--- config.mk ---
export PLATFORM = sky130hd
export DESIGN_NAME = ctpair_top
export DESIGN_NICKNAME = d
export VERILOG_FILES = /design/src/hdl/ctpair_pkg.sv /design/src/hdl/ctpair_tick_if.sv /design/src/hdl/ctpair_top.sv /design/src/hdl/ctpair_sync.sv /design/src/hdl/ctpair_presc.sv
export SDC_FILE = /design/constraint.sdc
export NUM_CORES = 1
export LEC_CHECK = 0
export ABC_AREA = 1
export BUFFER_PORTS_ARGS = -buffer_cell sky130_fd_sc_hd__buf_2
export CORE_MARGIN = 4
export CORE_UTILIZATION = 35
export DETAILED_ROUTE_END_ITERATION = 12
export PLACE_DENSITY = 0.52
export SLEW_MARGIN = 0
export SYNTH_ARGS = -nofsm -noshare
export SYNTH_HDL_FRONTEND = slang
export SYNTH_SLANG_ARGS = --single-unit
--- constraint.sdc ---
create_clock -name sys_clk -period 2 [get_ports sys_clk]
set_input_delay 0.2 -clock sys_clk [delete_from_list [all_inputs] [get_ports sys_clk]]
set_output_delay 0.2 -clock sys_clk [all_outputs]
set_load 0.1 [all_outputs]
--- src/hdl/ctpair_pkg.sv ---
package ctpair_pkg;

    // ----------------------------------------
    // Register port
    // ----------------------------------------
    localparam int ADDR_W = 3;
    localparam int DATA_W = 16;

    localparam logic [ADDR_W-1:0] ADDR_LOW_CTRL = 3'h0;
    localparam logic [ADDR_W-1:0] ADDR_HIGH_CTRL = 3'h1;
    localparam logic [ADDR_W-1:0] ADDR_LOW_COUNT = 3'h2;
    localparam logic [ADDR_W-1:0] ADDR_HIGH_COUNT = 3'h3;
    localparam logic [ADDR_W-1:0] ADDR_LOW_PERIOD = 3'h4;
    localparam logic [ADDR_W-1:0] ADDR_HIGH_PERIOD = 3'h5;
    localparam logic [ADDR_W-1:0] ADDR_IRQ_STAT = 3'h6;
    localparam logic [ADDR_W-1:0] ADDR_IRQ_CTRL = 3'h7;

    // ----------------------------------------
    // Control fields
    // ----------------------------------------
    localparam int BIT_RUN = 15;
    localparam int BIT_GATE = 6;
    localparam int BIT_PS_HI = 5;
    localparam int BIT_PS_LO = 4;
    localparam int BIT_CASCADE = 3;
    localparam int BIT_CSEL = 1;
    localparam logic [DATA_W-1:0] LOW_CTRL_MASK = 16'h807A;
    localparam logic [DATA_W-1:0] HIGH_CTRL_MASK = 16'h8072;

    localparam int BIT_IRQ_EN_LO = 0;
    localparam int BIT_IRQ_EN_HI = 1;
    localparam int BIT_PRIO_HI_LSB = 4;
    localparam int BIT_PRIO_LO_LSB = 8;
    localparam int PRIO_W = 3;
    localparam logic [DATA_W-1:0] IRQ_CTRL_MASK = 16'h0773;

    // ----------------------------------------
    // Reset values and limits
    // ----------------------------------------
    localparam logic [DATA_W-1:0] CTRL_RST = 16'h0000;
    localparam logic [DATA_W-1:0] COUNT_RST = 16'h0000;
    localparam logic [DATA_W-1:0] PERIOD_RST = 16'hFFFF;
    localparam logic [DATA_W-1:0] COUNT_ALL_ONES = 16'hFFFF;
    localparam logic [DATA_W-1:0] COUNT_STEP = 16'h0001;

    localparam int PS_W = 8;
    localparam logic [PS_W-1:0] PS_STEP = 8'h01;
    localparam logic [PS_W-1:0] PS_LIMIT [4] = '{8'h00, 8'h07, 8'h3F, 8'hFF};

    localparam int NUM_TIMERS = 2;
    localparam int SYNC_W = 4;

endpackage

--- src/hdl/ctpair_tick_if.sv ---
`timescale 1ns/100ps
interface ctpair_tick_if;
    logic run;
    logic [1:0] ratio;
    logic csel;
    logic ext_edge;
    logic gate_en;
    logic gate_lvl;
    logic tick;

    modport presc (
        input run,
        input ratio,
        input csel,
        input ext_edge,
        input gate_en,
        input gate_lvl,
        output tick
    );

    modport core (
        output run,
        output ratio,
        output csel,
        output ext_edge,
        output gate_en,
        output gate_lvl,
        input tick
    );
endinterface

--- src/hdl/ctpair_top.sv ---
// Added by the designer: the address-and-strobe port and the address map.
`timescale 1ns/100ps
// Notes on behaviour
// RULE1: Cascade bit selects two 16-bit or one 32-bit
// RULE2: Cascaded: high timer control bits are ignored
// RULE3: Cascaded: low clock/gate, high interrupt flag
// RULE4: Cascaded count: high word msw, low lsw
// RULE5: Cascaded period match uses both period words
// RULE6: Dual 16-bit, 32-bit timer, 32-bit counter
// RULE7: Each 16-bit timer synchronous timer or counter
// RULE8: Converter trigger from cascade or high only
// RULE9: Two-bit prescale; low prescale drives cascade
// RULE10: Clock source select and gate enable bits
// RULE11: Timer counts only while run bit set
// RULE12: Software sets run bit after all setup
// RULE13: Timers keep running in low-power states
// RULE14: Match clears count next edge, sets flag
// RULE15: Cascaded high word increments on low rollover
module ctpair_top (
    input wire logic sys_clk,
    input wire logic nrst,
    input wire logic [ctpair_pkg::ADDR_W-1:0] reg_addr,
    input wire logic [ctpair_pkg::DATA_W-1:0] reg_wdata,
    input wire logic reg_wr,
    input wire logic reg_rd,
    output logic [ctpair_pkg::DATA_W-1:0] reg_rdata,
    input wire logic [ctpair_pkg::NUM_TIMERS-1:0] external_timer_clock_input,
    input wire logic [ctpair_pkg::NUM_TIMERS-1:0] gate_pin,
    output logic low_timer_irq,
    output logic high_timer_irq,
    output logic [ctpair_pkg::PRIO_W-1:0] low_timer_irq_priority,
    output logic [ctpair_pkg::PRIO_W-1:0] high_timer_irq_priority,
    output logic adc_start_event,
    output logic low_match_event,
    output logic high_match_event
);
    import ctpair_pkg::*;

    // ----------------------------------------
    // Registers
    // ----------------------------------------
    logic [DATA_W-1:0] low_timer_control;
    logic [DATA_W-1:0] high_timer_control;
    logic [DATA_W-1:0] low_count_word;
    logic [DATA_W-1:0] high_count_word;
    logic [DATA_W-1:0] low_period_word;
    logic [DATA_W-1:0] high_period_word;
    logic [DATA_W-1:0] irq_control;
    logic [NUM_TIMERS-1:0] irq_flags;

    logic [DATA_W-1:0] next_low_count;
    logic [DATA_W-1:0] next_high_count;
    logic [NUM_TIMERS-1:0] next_irq_flags;
    logic [NUM_TIMERS-1:0] flag_clear;
    logic [NUM_TIMERS-1:0] flag_set;

    logic cascade_select;
    logic low_hit;
    logic high_hit;
    logic match_low;
    logic match_high;

    logic wr_low_ctrl;
    logic wr_high_ctrl;
    logic wr_low_count;
    logic wr_high_count;

    // ----------------------------------------
    // Pin synchronisers and edges
    // ----------------------------------------
    logic [SYNC_W-1:0] pins_sync;
    logic [SYNC_W-1:0] pins_prev;
    logic [NUM_TIMERS-1:0] ext_rise;
    logic [NUM_TIMERS-1:0] gate_level;
    logic [NUM_TIMERS-1:0] gate_fall;

    ctpair_sync ctpair_sync_inst (
        .sys_clk(sys_clk),
        .nrst(nrst),
        .async_in({gate_pin, external_timer_clock_input}),
        .sync_out(pins_sync)
    );

    // Edges are taken from the second stage only
    always_ff @(posedge sys_clk or negedge nrst) begin
        if (!nrst) begin
            pins_prev <= '0;
        end else begin
            pins_prev <= pins_sync;
        end
    end

    always_comb begin
        ext_rise = pins_sync[NUM_TIMERS-1:0] & ~pins_prev[NUM_TIMERS-1:0];
        gate_level = pins_sync[SYNC_W-1:NUM_TIMERS];
        gate_fall = pins_prev[SYNC_W-1:NUM_TIMERS] & ~pins_sync[SYNC_W-1:NUM_TIMERS];
    end

    // ----------------------------------------
    // Write decode
    // ----------------------------------------
    always_comb begin
        wr_low_ctrl = reg_wr && (reg_addr == ADDR_LOW_CTRL);
        wr_high_ctrl = reg_wr && (reg_addr == ADDR_HIGH_CTRL);
        wr_low_count = reg_wr && (reg_addr == ADDR_LOW_COUNT);
        wr_high_count = reg_wr && (reg_addr == ADDR_HIGH_COUNT);
        flag_clear = (reg_wr && (reg_addr == ADDR_IRQ_STAT)) ?
            reg_wdata[NUM_TIMERS-1:0] : '0;
    end

    assign cascade_select = low_timer_control[BIT_CASCADE]; // RULE1

    // ----------------------------------------
    // Prescalers, one per timer
    // ----------------------------------------
    logic [DATA_W-1:0] ctl_arr [NUM_TIMERS];
    logic [NUM_TIMERS-1:0] restart_arr;
    logic [NUM_TIMERS-1:0] run_arr;
    logic [NUM_TIMERS-1:0] tick;

    assign ctl_arr[0] = low_timer_control;
    assign ctl_arr[1] = high_timer_control;
    assign restart_arr = {wr_high_ctrl, wr_low_ctrl};
    // High prescaler idles in cascade; its control is not looked at
    assign run_arr[0] = low_timer_control[BIT_RUN]; // RULE11
    assign run_arr[1] = high_timer_control[BIT_RUN] & ~cascade_select; // RULE2

    // One prescaler per timer keeps the ratios independent
    genvar gi;
    generate
        for (gi = 0; gi < NUM_TIMERS; gi++) begin : g_tmr
            ctpair_tick_if tk ();
            assign tk.run = run_arr[gi];
            assign tk.ratio = ctl_arr[gi][BIT_PS_HI:BIT_PS_LO]; // RULE9
            assign tk.csel = ctl_arr[gi][BIT_CSEL]; // RULE10
            assign tk.gate_en = ctl_arr[gi][BIT_GATE]; // RULE10
            assign tk.ext_edge = ext_rise[gi]; // RULE7
            assign tk.gate_lvl = gate_level[gi];
            assign tick[gi] = tk.tick;

            ctpair_presc ctpair_presc_inst (
                .sys_clk(sys_clk),
                .nrst(nrst),
                .restart(restart_arr[gi]),
                .tk(tk)
            );
        end
    endgenerate

    // ----------------------------------------
    // Count and match
    // ----------------------------------------
    assign low_hit = (low_count_word == low_period_word);
    assign high_hit = (high_count_word == high_period_word);

    // No low-power input exists; counting never pauses for it
    always_comb begin // RULE13
        next_low_count = low_count_word;
        next_high_count = high_count_word;
        match_low = 1'b0;
        match_high = 1'b0;
        if (cascade_select) begin // RULE6
            if (tick[0]) begin // RULE3
                if (low_hit && high_hit) begin // RULE5
                    next_low_count = COUNT_RST; // RULE14
                    next_high_count = COUNT_RST;
                    match_high = 1'b1;
                end else begin
                    next_low_count = low_count_word + COUNT_STEP; // RULE4
                    if (low_count_word == COUNT_ALL_ONES) begin
                        next_high_count = high_count_word + COUNT_STEP; // RULE15
                    end
                end
            end
        end else begin
            if (tick[0]) begin
                if (low_hit) begin
                    next_low_count = COUNT_RST; // RULE14
                    match_low = 1'b1;
                end else begin
                    next_low_count = low_count_word + COUNT_STEP;
                end
            end
            if (tick[1]) begin
                if (high_hit) begin
                    next_high_count = COUNT_RST; // RULE14
                    match_high = 1'b1;
                end else begin
                    next_high_count = high_count_word + COUNT_STEP;
                end
            end
        end
        // Software load beats a count on the same edge
        if (wr_low_count) begin
            next_low_count = reg_wdata;
        end
        if (wr_high_count) begin
            next_high_count = reg_wdata;
        end
    end

    // Loads and counts share one next-value path
    always_ff @(posedge sys_clk or negedge nrst) begin
        if (!nrst) begin
            low_count_word <= COUNT_RST;
        end else begin
            low_count_word <= next_low_count;
        end
    end

    // High word is also the cascaded msw
    always_ff @(posedge sys_clk or negedge nrst) begin
        if (!nrst) begin
            high_count_word <= COUNT_RST;
        end else begin
            high_count_word <= next_high_count;
        end
    end

    // ----------------------------------------
    // Flags
    // ----------------------------------------
    logic [NUM_TIMERS-1:0] gate_end;

    // Gated accumulation ends on the falling gate edge
    always_comb begin
        for (int i = 0; i < NUM_TIMERS; i++) begin
            gate_end[i] = gate_fall[i] & run_arr[i]
                & ctl_arr[i][BIT_GATE] & ~ctl_arr[i][BIT_CSEL];
        end
        flag_set[0] = match_low | (gate_end[0] & ~cascade_select);
        flag_set[1] = match_high | (cascade_select ? gate_end[0] : gate_end[1]); // RULE3
        // Set wins over a clear in the same cycle
        next_irq_flags = (irq_flags & ~flag_clear) | flag_set;
    end

    // Flags persist until written with ones
    always_ff @(posedge sys_clk or negedge nrst) begin
        if (!nrst) begin
            irq_flags <= '0;
        end else begin
            irq_flags <= next_irq_flags; // RULE14
        end
    end

    // ----------------------------------------
    // Event and interrupt outputs
    // ----------------------------------------
    // Levels follow the next flag so they rise with the event
    always_ff @(posedge sys_clk or negedge nrst) begin
        if (!nrst) begin
            low_timer_irq <= 1'b0;
            high_timer_irq <= 1'b0;
        end else begin
            low_timer_irq <= next_irq_flags[0] & irq_control[BIT_IRQ_EN_LO];
            high_timer_irq <= next_irq_flags[1] & irq_control[BIT_IRQ_EN_HI]; // RULE3
        end
    end

    // Priorities are plain copies for the interrupt controller
    always_ff @(posedge sys_clk or negedge nrst) begin
        if (!nrst) begin
            low_timer_irq_priority <= '0;
            high_timer_irq_priority <= '0;
        end else begin
            low_timer_irq_priority <= irq_control[BIT_PRIO_LO_LSB +: PRIO_W];
            high_timer_irq_priority <= irq_control[BIT_PRIO_HI_LSB +: PRIO_W];
        end
    end

    always_ff @(posedge sys_clk or negedge nrst) begin
        if (!nrst) begin
            adc_start_event <= 1'b0;
            low_match_event <= 1'b0;
            high_match_event <= 1'b0;
        end else begin
            // Low timer alone never starts the converter
            adc_start_event <= match_high; // RULE8
            low_match_event <= match_low;
            high_match_event <= match_high;
        end
    end

    // ----------------------------------------
    // Control and period registers
    // ----------------------------------------
    always_ff @(posedge sys_clk or negedge nrst) begin
        if (!nrst) begin
            low_timer_control <= CTRL_RST;
            high_timer_control <= CTRL_RST;
            low_period_word <= PERIOD_RST;
            high_period_word <= PERIOD_RST;
            irq_control <= CTRL_RST;
        end else if (reg_wr) begin
            case (reg_addr)
                ADDR_LOW_CTRL: begin
                    low_timer_control <= reg_wdata & LOW_CTRL_MASK; // RULE1
                end
                ADDR_HIGH_CTRL: begin
                    high_timer_control <= reg_wdata & HIGH_CTRL_MASK;
                end
                ADDR_LOW_PERIOD: begin
                    low_period_word <= reg_wdata;
                end
                ADDR_HIGH_PERIOD: begin
                    high_period_word <= reg_wdata;
                end
                ADDR_IRQ_CTRL: begin
                    irq_control <= reg_wdata & IRQ_CTRL_MASK;
                end
                default: begin
                end
            endcase
        end
    end

    // ----------------------------------------
    // Read port
    // ----------------------------------------
    // Data valid only in the cycle after the strobe, zero otherwise
    always_ff @(posedge sys_clk or negedge nrst) begin
        if (!nrst) begin
            reg_rdata <= '0;
        end else if (reg_rd) begin
            case (reg_addr)
                ADDR_LOW_CTRL: reg_rdata <= low_timer_control;
                ADDR_HIGH_CTRL: reg_rdata <= high_timer_control;
                ADDR_LOW_COUNT: reg_rdata <= low_count_word; // RULE4
                ADDR_HIGH_COUNT: reg_rdata <= high_count_word; // RULE4
                ADDR_LOW_PERIOD: reg_rdata <= low_period_word;
                ADDR_HIGH_PERIOD: reg_rdata <= high_period_word;
                ADDR_IRQ_STAT: reg_rdata <= {{(DATA_W-NUM_TIMERS){1'b0}}, irq_flags};
                ADDR_IRQ_CTRL: reg_rdata <= irq_control;
                default: reg_rdata <= '0;
            endcase
        end else begin
            reg_rdata <= '0;
        end
    end

endmodule

--- src/hdl/ctpair_sync.sv ---
`timescale 1ns/100ps
module ctpair_sync
    import ctpair_pkg::*;
(
    input wire logic sys_clk,
    input wire logic nrst,
    input wire logic [ctpair_pkg::SYNC_W-1:0] async_in,
    output logic [ctpair_pkg::SYNC_W-1:0] sync_out
);
    logic [SYNC_W-1:0] stage1;

    // First stage feeds only the second
    always_ff @(posedge sys_clk or negedge nrst) begin
        if (!nrst) begin
            stage1 <= '0;
            sync_out <= '0;
        end else begin
            stage1 <= async_in;
            sync_out <= stage1;
        end
    end
endmodule

--- src/hdl/ctpair_presc.sv ---
`timescale 1ns/100ps
module ctpair_presc
    import ctpair_pkg::*;
(
    input wire logic sys_clk,
    input wire logic nrst,
    input wire logic restart,
    ctpair_tick_if.presc tk
);
    logic [PS_W-1:0] div;
    logic src;

    // Internal source counts every cycle, or only gate-high cycles when gating is on; only synchronous counting exists
    always_comb begin
        src = (tk.csel ? tk.ext_edge : 1'b1)
            & (~tk.gate_en | tk.csel | tk.gate_lvl)
            & tk.run;
    end

    always_ff @(posedge sys_clk or negedge nrst) begin
        if (!nrst) begin
            div <= '0;
            tk.tick <= 1'b0;
        end else if (restart || !tk.run) begin
            div <= '0;
            tk.tick <= 1'b0;
        end else begin
            tk.tick <= 1'b0;
            if (src) begin
                if (div >= PS_LIMIT[tk.ratio]) begin
                    div <= '0;
                    tk.tick <= 1'b1;
                end else begin
                    div <= div + PS_STEP;
                end
            end
        end
    end
endmodule

# --- Yosys cells after proc, flatten, opt, wreduce, memory -nomap -nowiden ---
# Cells that the tools add are included.
totals:
  ff_bits: 141
  latch_bits: 0
  ram_bits: 0
  rom_bits: 0
  output_inout_bits: 27
  n_memories: 0
op_classes:
  add_sub_neg: 4
  n_mul: 0
  n_div: 0
  magnitude_cmp: 4
  n_eq_ne: 12
  n_shift: 0
  n_mux: 45
  bitwise: 34
  n_reduce_logical: 21
op_table:
  columns: ["op", "n"]
  rows:
  - ["16-bit 2-to-1 mux", 14]
  - ["16-bit case mux with 8 select lines", 1]
  - ["8-bit 2-to-1 mux", 10]
  - ["16-bit by 1-bit adder with 16-bit output (second input constant)", 2]
  - ["8-bit binary-select mux with 2-bit select", 2]
  - ["16-bit equality test", 2]
  - ["1-bit 2-to-1 mux", 17]
  - ["8-bit by 1-bit adder with 8-bit output (second input constant)", 2]
  - ["16-bit equality test (second input constant)", 1]
  - ["8-bit >= comparator", 2]
  - ["1-bit bitwise AND", 14]
  - ["3-bit equality test (second input constant)", 4]
  - ["2-bit AND reduction", 5]
  - ["2-bit bitwise AND", 3]
  - ["3-bit by 2-bit equality test with 1-bit output (second input constant)", 2]
  - ["3-bit >= comparator (second input constant)", 2]
  - ["1-bit logical AND", 6]
  - ["2-bit inverter", 3]
  - ["2-bit inverter with 3-bit output", 2]
  - ["1-bit OR", 6]
  - ["2-bit nonzero test", 3]
  - ["1-bit inverter", 5]
  - ["4-bit by 1-bit != test with 1-bit output (second input constant)", 1]
  - ["3-bit by 1-bit equality test with 1-bit output (second input constant)", 1]
  - ["8 further kinds", 10]

# --- Logic depth before layout (Yosys ltp) ---
logic_depth:
  ltp_word: 9
  ltp_mapped: 14
  depth_no_buf: 13

# --- By module ---
# Synthesis repeated with hierarchy kept, for this count alone.
hier_totals:
  cells_unflattened: 1045
  hier_area_um2: 8250.4
modules_own_cells:
  columns: ["module", "instances", "cells_per_inst", "area_per_inst_um2", "seq_area_each_um2"]
  rows:
  - ["ctpair_top", 1, 839, 6533.8, 2917.8]
  - ["ctpair_presc", 2, 99, 758.2, 225.2]
  - ["ctpair_sync", 1, 8, 200.2, 200.2]

# --- Least setup slack after synthesis ---
# OpenSTA, ideal clock, no wires.
synth_timing:
  path_type: "flip-flop to flip-flop"
  from: "register low_count_word[0]"
  to: "register high_count_word[8]"
  arrival_ns: 1.520
  t_required_ns: 1.883
  slack_ns: 0.363
  stages_incl_launch_ff: 10
  path_buffers: 1
  synth_period_minus_slack_ns: 1.637
  cell_sequence: "dfrtp_1 -> ha_1 -> nand2_2 -> nor3_4 -> nand2_2 -> nor2_4 -> a31oi_4 -> buf_2 -> nand3_1 -> nand2_1"
synth_between:
  elab_chain_cells: 6
  word_cells_on_any_way: 9
  classes_between: "3 x eq/ne; 4 x mux; 2 x reduce/logical"
synth_rtl:
  columns: ["element", "line_no", "text"]
  rows:
  - ["from (decl)", "ctpair_top.sv:44", "logic [DATA_W-1:0] low_count_word;"]
  - ["from (signal assigned)", "ctpair_top.sv:207", "low_count_word <= next_low_count;"]
  - ["16-bit equality test", "ctpair_top.sv:153", "assign low_hit = (low_count_word == low_period_word);"]
  - ["1-bit logical AND", "ctpair_top.sv:164", "if (low_hit && high_hit) begin"]
  - ["16-bit 2-to-1 mux", "ctpair_top.sv:164", null]
  - ["16-bit 2-to-1 mux", "ctpair_top.sv:163", "if (tick[0]) begin"]
  - ["16-bit 2-to-1 mux", "ctpair_top.sv:162", "if (cascade_select) begin"]
  - ["16-bit 2-to-1 mux", "ctpair_top.sv:197", "if (wr_high_count) begin"]
  - ["to (signal assigned)", "ctpair_top.sv:216", "high_count_word <= next_high_count;"]
  - ["to (decl)", "ctpair_top.sv:45", "logic [DATA_W-1:0] high_count_word;"]
# Parallel ways exist; a longest one is shown, timed or not. The select of a mux whose other input is x is not followed.
# A chain may end at the register's enable or synchronous reset.

# --- Final worst setup path ---
layout_timing:
  from: "register high_period_word[5]"
  to: "register low_count_word[10]"
layout_between:
  elab_chain_cells: 6
layout_rtl:
  columns: ["element", "line_no", "text"]
  rows:
  - ["from (decl)", "ctpair_top.sv:47", "logic [DATA_W-1:0] high_period_word;"]
  - ["from (signal assigned)", "ctpair_top.sv:306", "high_period_word <= reg_wdata;"]
  - ["16-bit equality test", "ctpair_top.sv:154", "assign high_hit = (high_count_word == high_period_word);"]
  - ["1-bit logical AND", "ctpair_top.sv:164", null]
  - ["16-bit 2-to-1 mux", "ctpair_top.sv:164", null]
  - ["16-bit 2-to-1 mux", "ctpair_top.sv:163", null]
  - ["16-bit 2-to-1 mux", "ctpair_top.sv:162", null]
  - ["16-bit 2-to-1 mux", "ctpair_top.sv:194", "if (wr_low_count) begin"]
# Every way passes these cells. The select of a mux whose other input is x is not followed.

==> flow_metrics.tcl <==
set metrics [dict create \
    start_util_pct 35.6 \
    rsz0062_at_grt "yes" \
    drt-met1-wl_mm 11.0 \
    cp.arrival_ps 2260 \
    place_congestion 0.908 \
    path_clk_slew_ps 60 \
    synth_top_family_by_area "simple AND/OR/NAND/NOR gates" \
    num_rows 54 \
    grt_max_degree 57 \
    synthesis.nets 1057 \
    layout_commonest_cell "nand2_1" \
    netlist-cell-type-count 40 \
    track_usage_pct 19.0 \
    max_freq_mhz 525 \
    drt_iter0_markers 494 \
    synth.avg_cell_area_um2 7.69 \
    drive_gt1_share_pct 17.9 \
    stdcell_count 1395 \
    core_area_mm2 0.0219 \
    grt-ovfl-total 0 \
    finalWirelength_mm 22.9 \
    power_density_mw_per_mm2 1040 \
    synthAdderAreaFrac_pct 2.57 \
    fin_ws_ps 96.5 \
    grt_pass1_wl_mm 36.4 \
    htreeDepth 4 \
    ir_drop_mv 0.469 \
    ys_warn_count 0 \
    die_h_um 157 \
    hpwl_mm 17.2 \
    worst_pin_slew_ps 1060 \
    endpoint_kind "register" \
    portBuffers 53 \
    setup_violations 0 \
    met3_wirelength_mm 1.05 \
    ios 54 \
    synth-seq-cells 141 \
    cp-start-kind "register" \
    synth_simple_gate_area_share_pct 26.6 \
    design.die.area_mm2 0.0247 \
    antenna_cells 0 \
    final-hold-violation-count 0 \
    nets 1145 \
    grt_pass1_vias 6600 \
    status "completed" \
    wire_per_inst_um 16.4 \
    maxCapViolations 0 \
    wl_met2_mm 10.5 \
    place_inst 1354 \
    dieWidth_um 157 \
    vias 6894 \
    synth_xor_area_share_pct 3.82 \
    worstSetupPathType "register to register" \
    dr.max_layer_used "met4" \
    fin_crit_sh_pct 95.2 \
    yosys-mux-area-fraction_pct 0 \
    slew_violations 0 \
    fin_area_mm2 0.00930 \
    synth_compound_area_share_pct 12.7 \
    post-route-util_pct 42.5 \
    finalCriticalPeriod_ps 1900 \
    clock_path_buffers 2 \
    hp-class "input port to register" \
    dp_slack_ps 31.4 \
    crit_fanout 16 \
    syn_area_mm2 0.00780 \
    antenna_left 0 \
    clock_latency_ps 420 \
    async_flop_share_pct 100 \
    ys.flop_type "dfrtp_1" \
    synth-edff-count 0 \
    routed_via_density 4.94 \
    required_ps 2360 \
    antenna_found_initial 0 \
    p_leak_nw 4.56 \
    layout_common_cells "nand2_1 (315), inv_1 (130), dfrtp_1 (106)" \
    cts_made_buffers 17 \
    postSynthCellCount 1014 \
    drt-pass1-iter-count 5 \
    drc 0 \
    finClkSkew_ps 5.98 \
    clock-root-buffer "clkbuf_16" \
    area_growth_syn_to_layout_pct 19.2 \
    cts_tree "built" \
    place_area_mm2 0.00857 \
    fillers 2277 \
    yosysSeqAreaShare_pct 45.8 \
    maxSlewHeadroom_pct 29.2 \
    clkSinkCount 141 \
]
==> power by group <==
group          switching (mW)  internal (mW)  leakage (nW)  total, mW
Combinational            1.71          0.866          2.54       2.57
Sequential              0.497           3.41          1.75       3.91
Clock                    1.31           1.87         0.280       3.18
==> kinds of logic (layout without fill, tap and decap cells) <==
family	count (synthesis)	count (layout)
flip-flops	141	141
AO/OA/AOI/OAI	168	168
XOR/XNOR	34	34
AND/OR/NAND/NOR	488	488
buffers and inverters	167	268
adder cells (fa/ha/maj)	16	16
==> state kept, by name, summed over array words and instances, names as in the netlist, 3 cells and up <==
register,flops
low_timer_control,6
ctpair_sync_inst.stage1,4
irq_control,8
high_period_word,16
ctpair_sync_inst.sync_out,4
g_tmr.ctpair_presc_inst.div,16
pins_prev,4
low_timer_irq_priority,3
high_timer_control,5
low_period_word,16
low_count_word,16
high_timer_irq_priority,3
high_count_word,16
reg_rdata,16
==> path summary, 6_finish.rpt <==
path,startpoint,endpoint,slack [ps],cells past startpoint
worst max-delay path,high_period_word[5]$_DFFE_PN1P_,low_count_word[10]$_DFFE_PN0P_,100,11
worst min-delay path,reg_wdata[5],high_timer_control[5]$_DFFE_PN0P_,40,3
worst max register to register,high_period_word[5]$_DFFE_PN1P_,low_count_word[10]$_DFFE_PN0P_,100,11
worst min register to register,ctpair_sync_inst.stage1[3]$_DFF_PN0_,ctpair_sync_inst.sync_out[3]$_DFF_PN0_,350,0
max in group asynchronous,nrst,high_period_word[9]$_DFFE_PN1P_,1060,3
min in group asynchronous,nrst,g_tmr[0].ctpair_presc_inst.div[1]$_DFFE_PN0P_,240,2
==> cell type report <==
class,instances,area [um^2],share of cell area (%)
clock buffer,19,443,4.76
inverter,139,522,5.61
multi-input combinational,706,3620,38.9
tap,280,350,3.77
clock inverter,13,141,1.52
timing repair buffer,97,652,7.01
sequential,141,3570,38.4
==> worst max-delay path, stage by stage (launching register included) <==
cell	delay [ps]
dfstp_2	540
inv_1	90
nand2_1	70
nand2_1	50
nand3_1	60
nor2_1	40
nand2_1	110
nor2_4	60
buf_12	140
o21ai_4	410
nand3b_1	150
nand2_1	90
==> synthesized netlist by cell type, types with 3 or more instances <==
cell      count  area [um^2]
nand2_1     316         1190
inv_1       130          488
dfrtp_1     109         2730
o21ai_0      71          355
nor2_1       64          240
nand3_1      49          245
o22ai_1      35          219
dfstp_2      32          841
a21oi_1      31          155
xor2_1       24          210
ha_1         16          200
nor3_1       16         80.1
clkbuf_1     15         56.3
nand3b_1     10         75.1
xnor2_1      10         87.6
a221oi_1      9         78.8
inv_2         9         33.8
nand4_1       9         56.3
buf_2         8         40.0
a31oi_1       7         43.8
nand2_2       6         37.5
nor2_2        6         37.5
o21a_1        4         30.0
buf_6         3         33.8
nand2_4       3         33.8
or2_2         3         18.8
==> metrics by stage <==
step                total power [mW]  hold WS [ps]  setup TNS [ps]
floorplan                       5.67         -95.6               0
global placement                6.47           126               0
detailed placement              6.48           127               0
CTS                             9.71          29.5               0
global route                    10.2          63.8            -137
finish                          9.66          44.5               0
==> metal layers <==
layer	global-route usage [%]	up-vias
met4	4.55	0
li1	-	3454
met5	0	-
met2	30.1	153
met3	2.94	21
met1	27.3	3266
==> what timing repair did <==
item                                    4_1_cts  5_1_grt
setup buffers                                 0        4
resized for setup                             0       14
hold buffers                                  5        0
endpoints found under the hold margin        35        0
endpoints found under the setup margin        0       24
No activity file was read; power rests on OpenSTA's default activity.
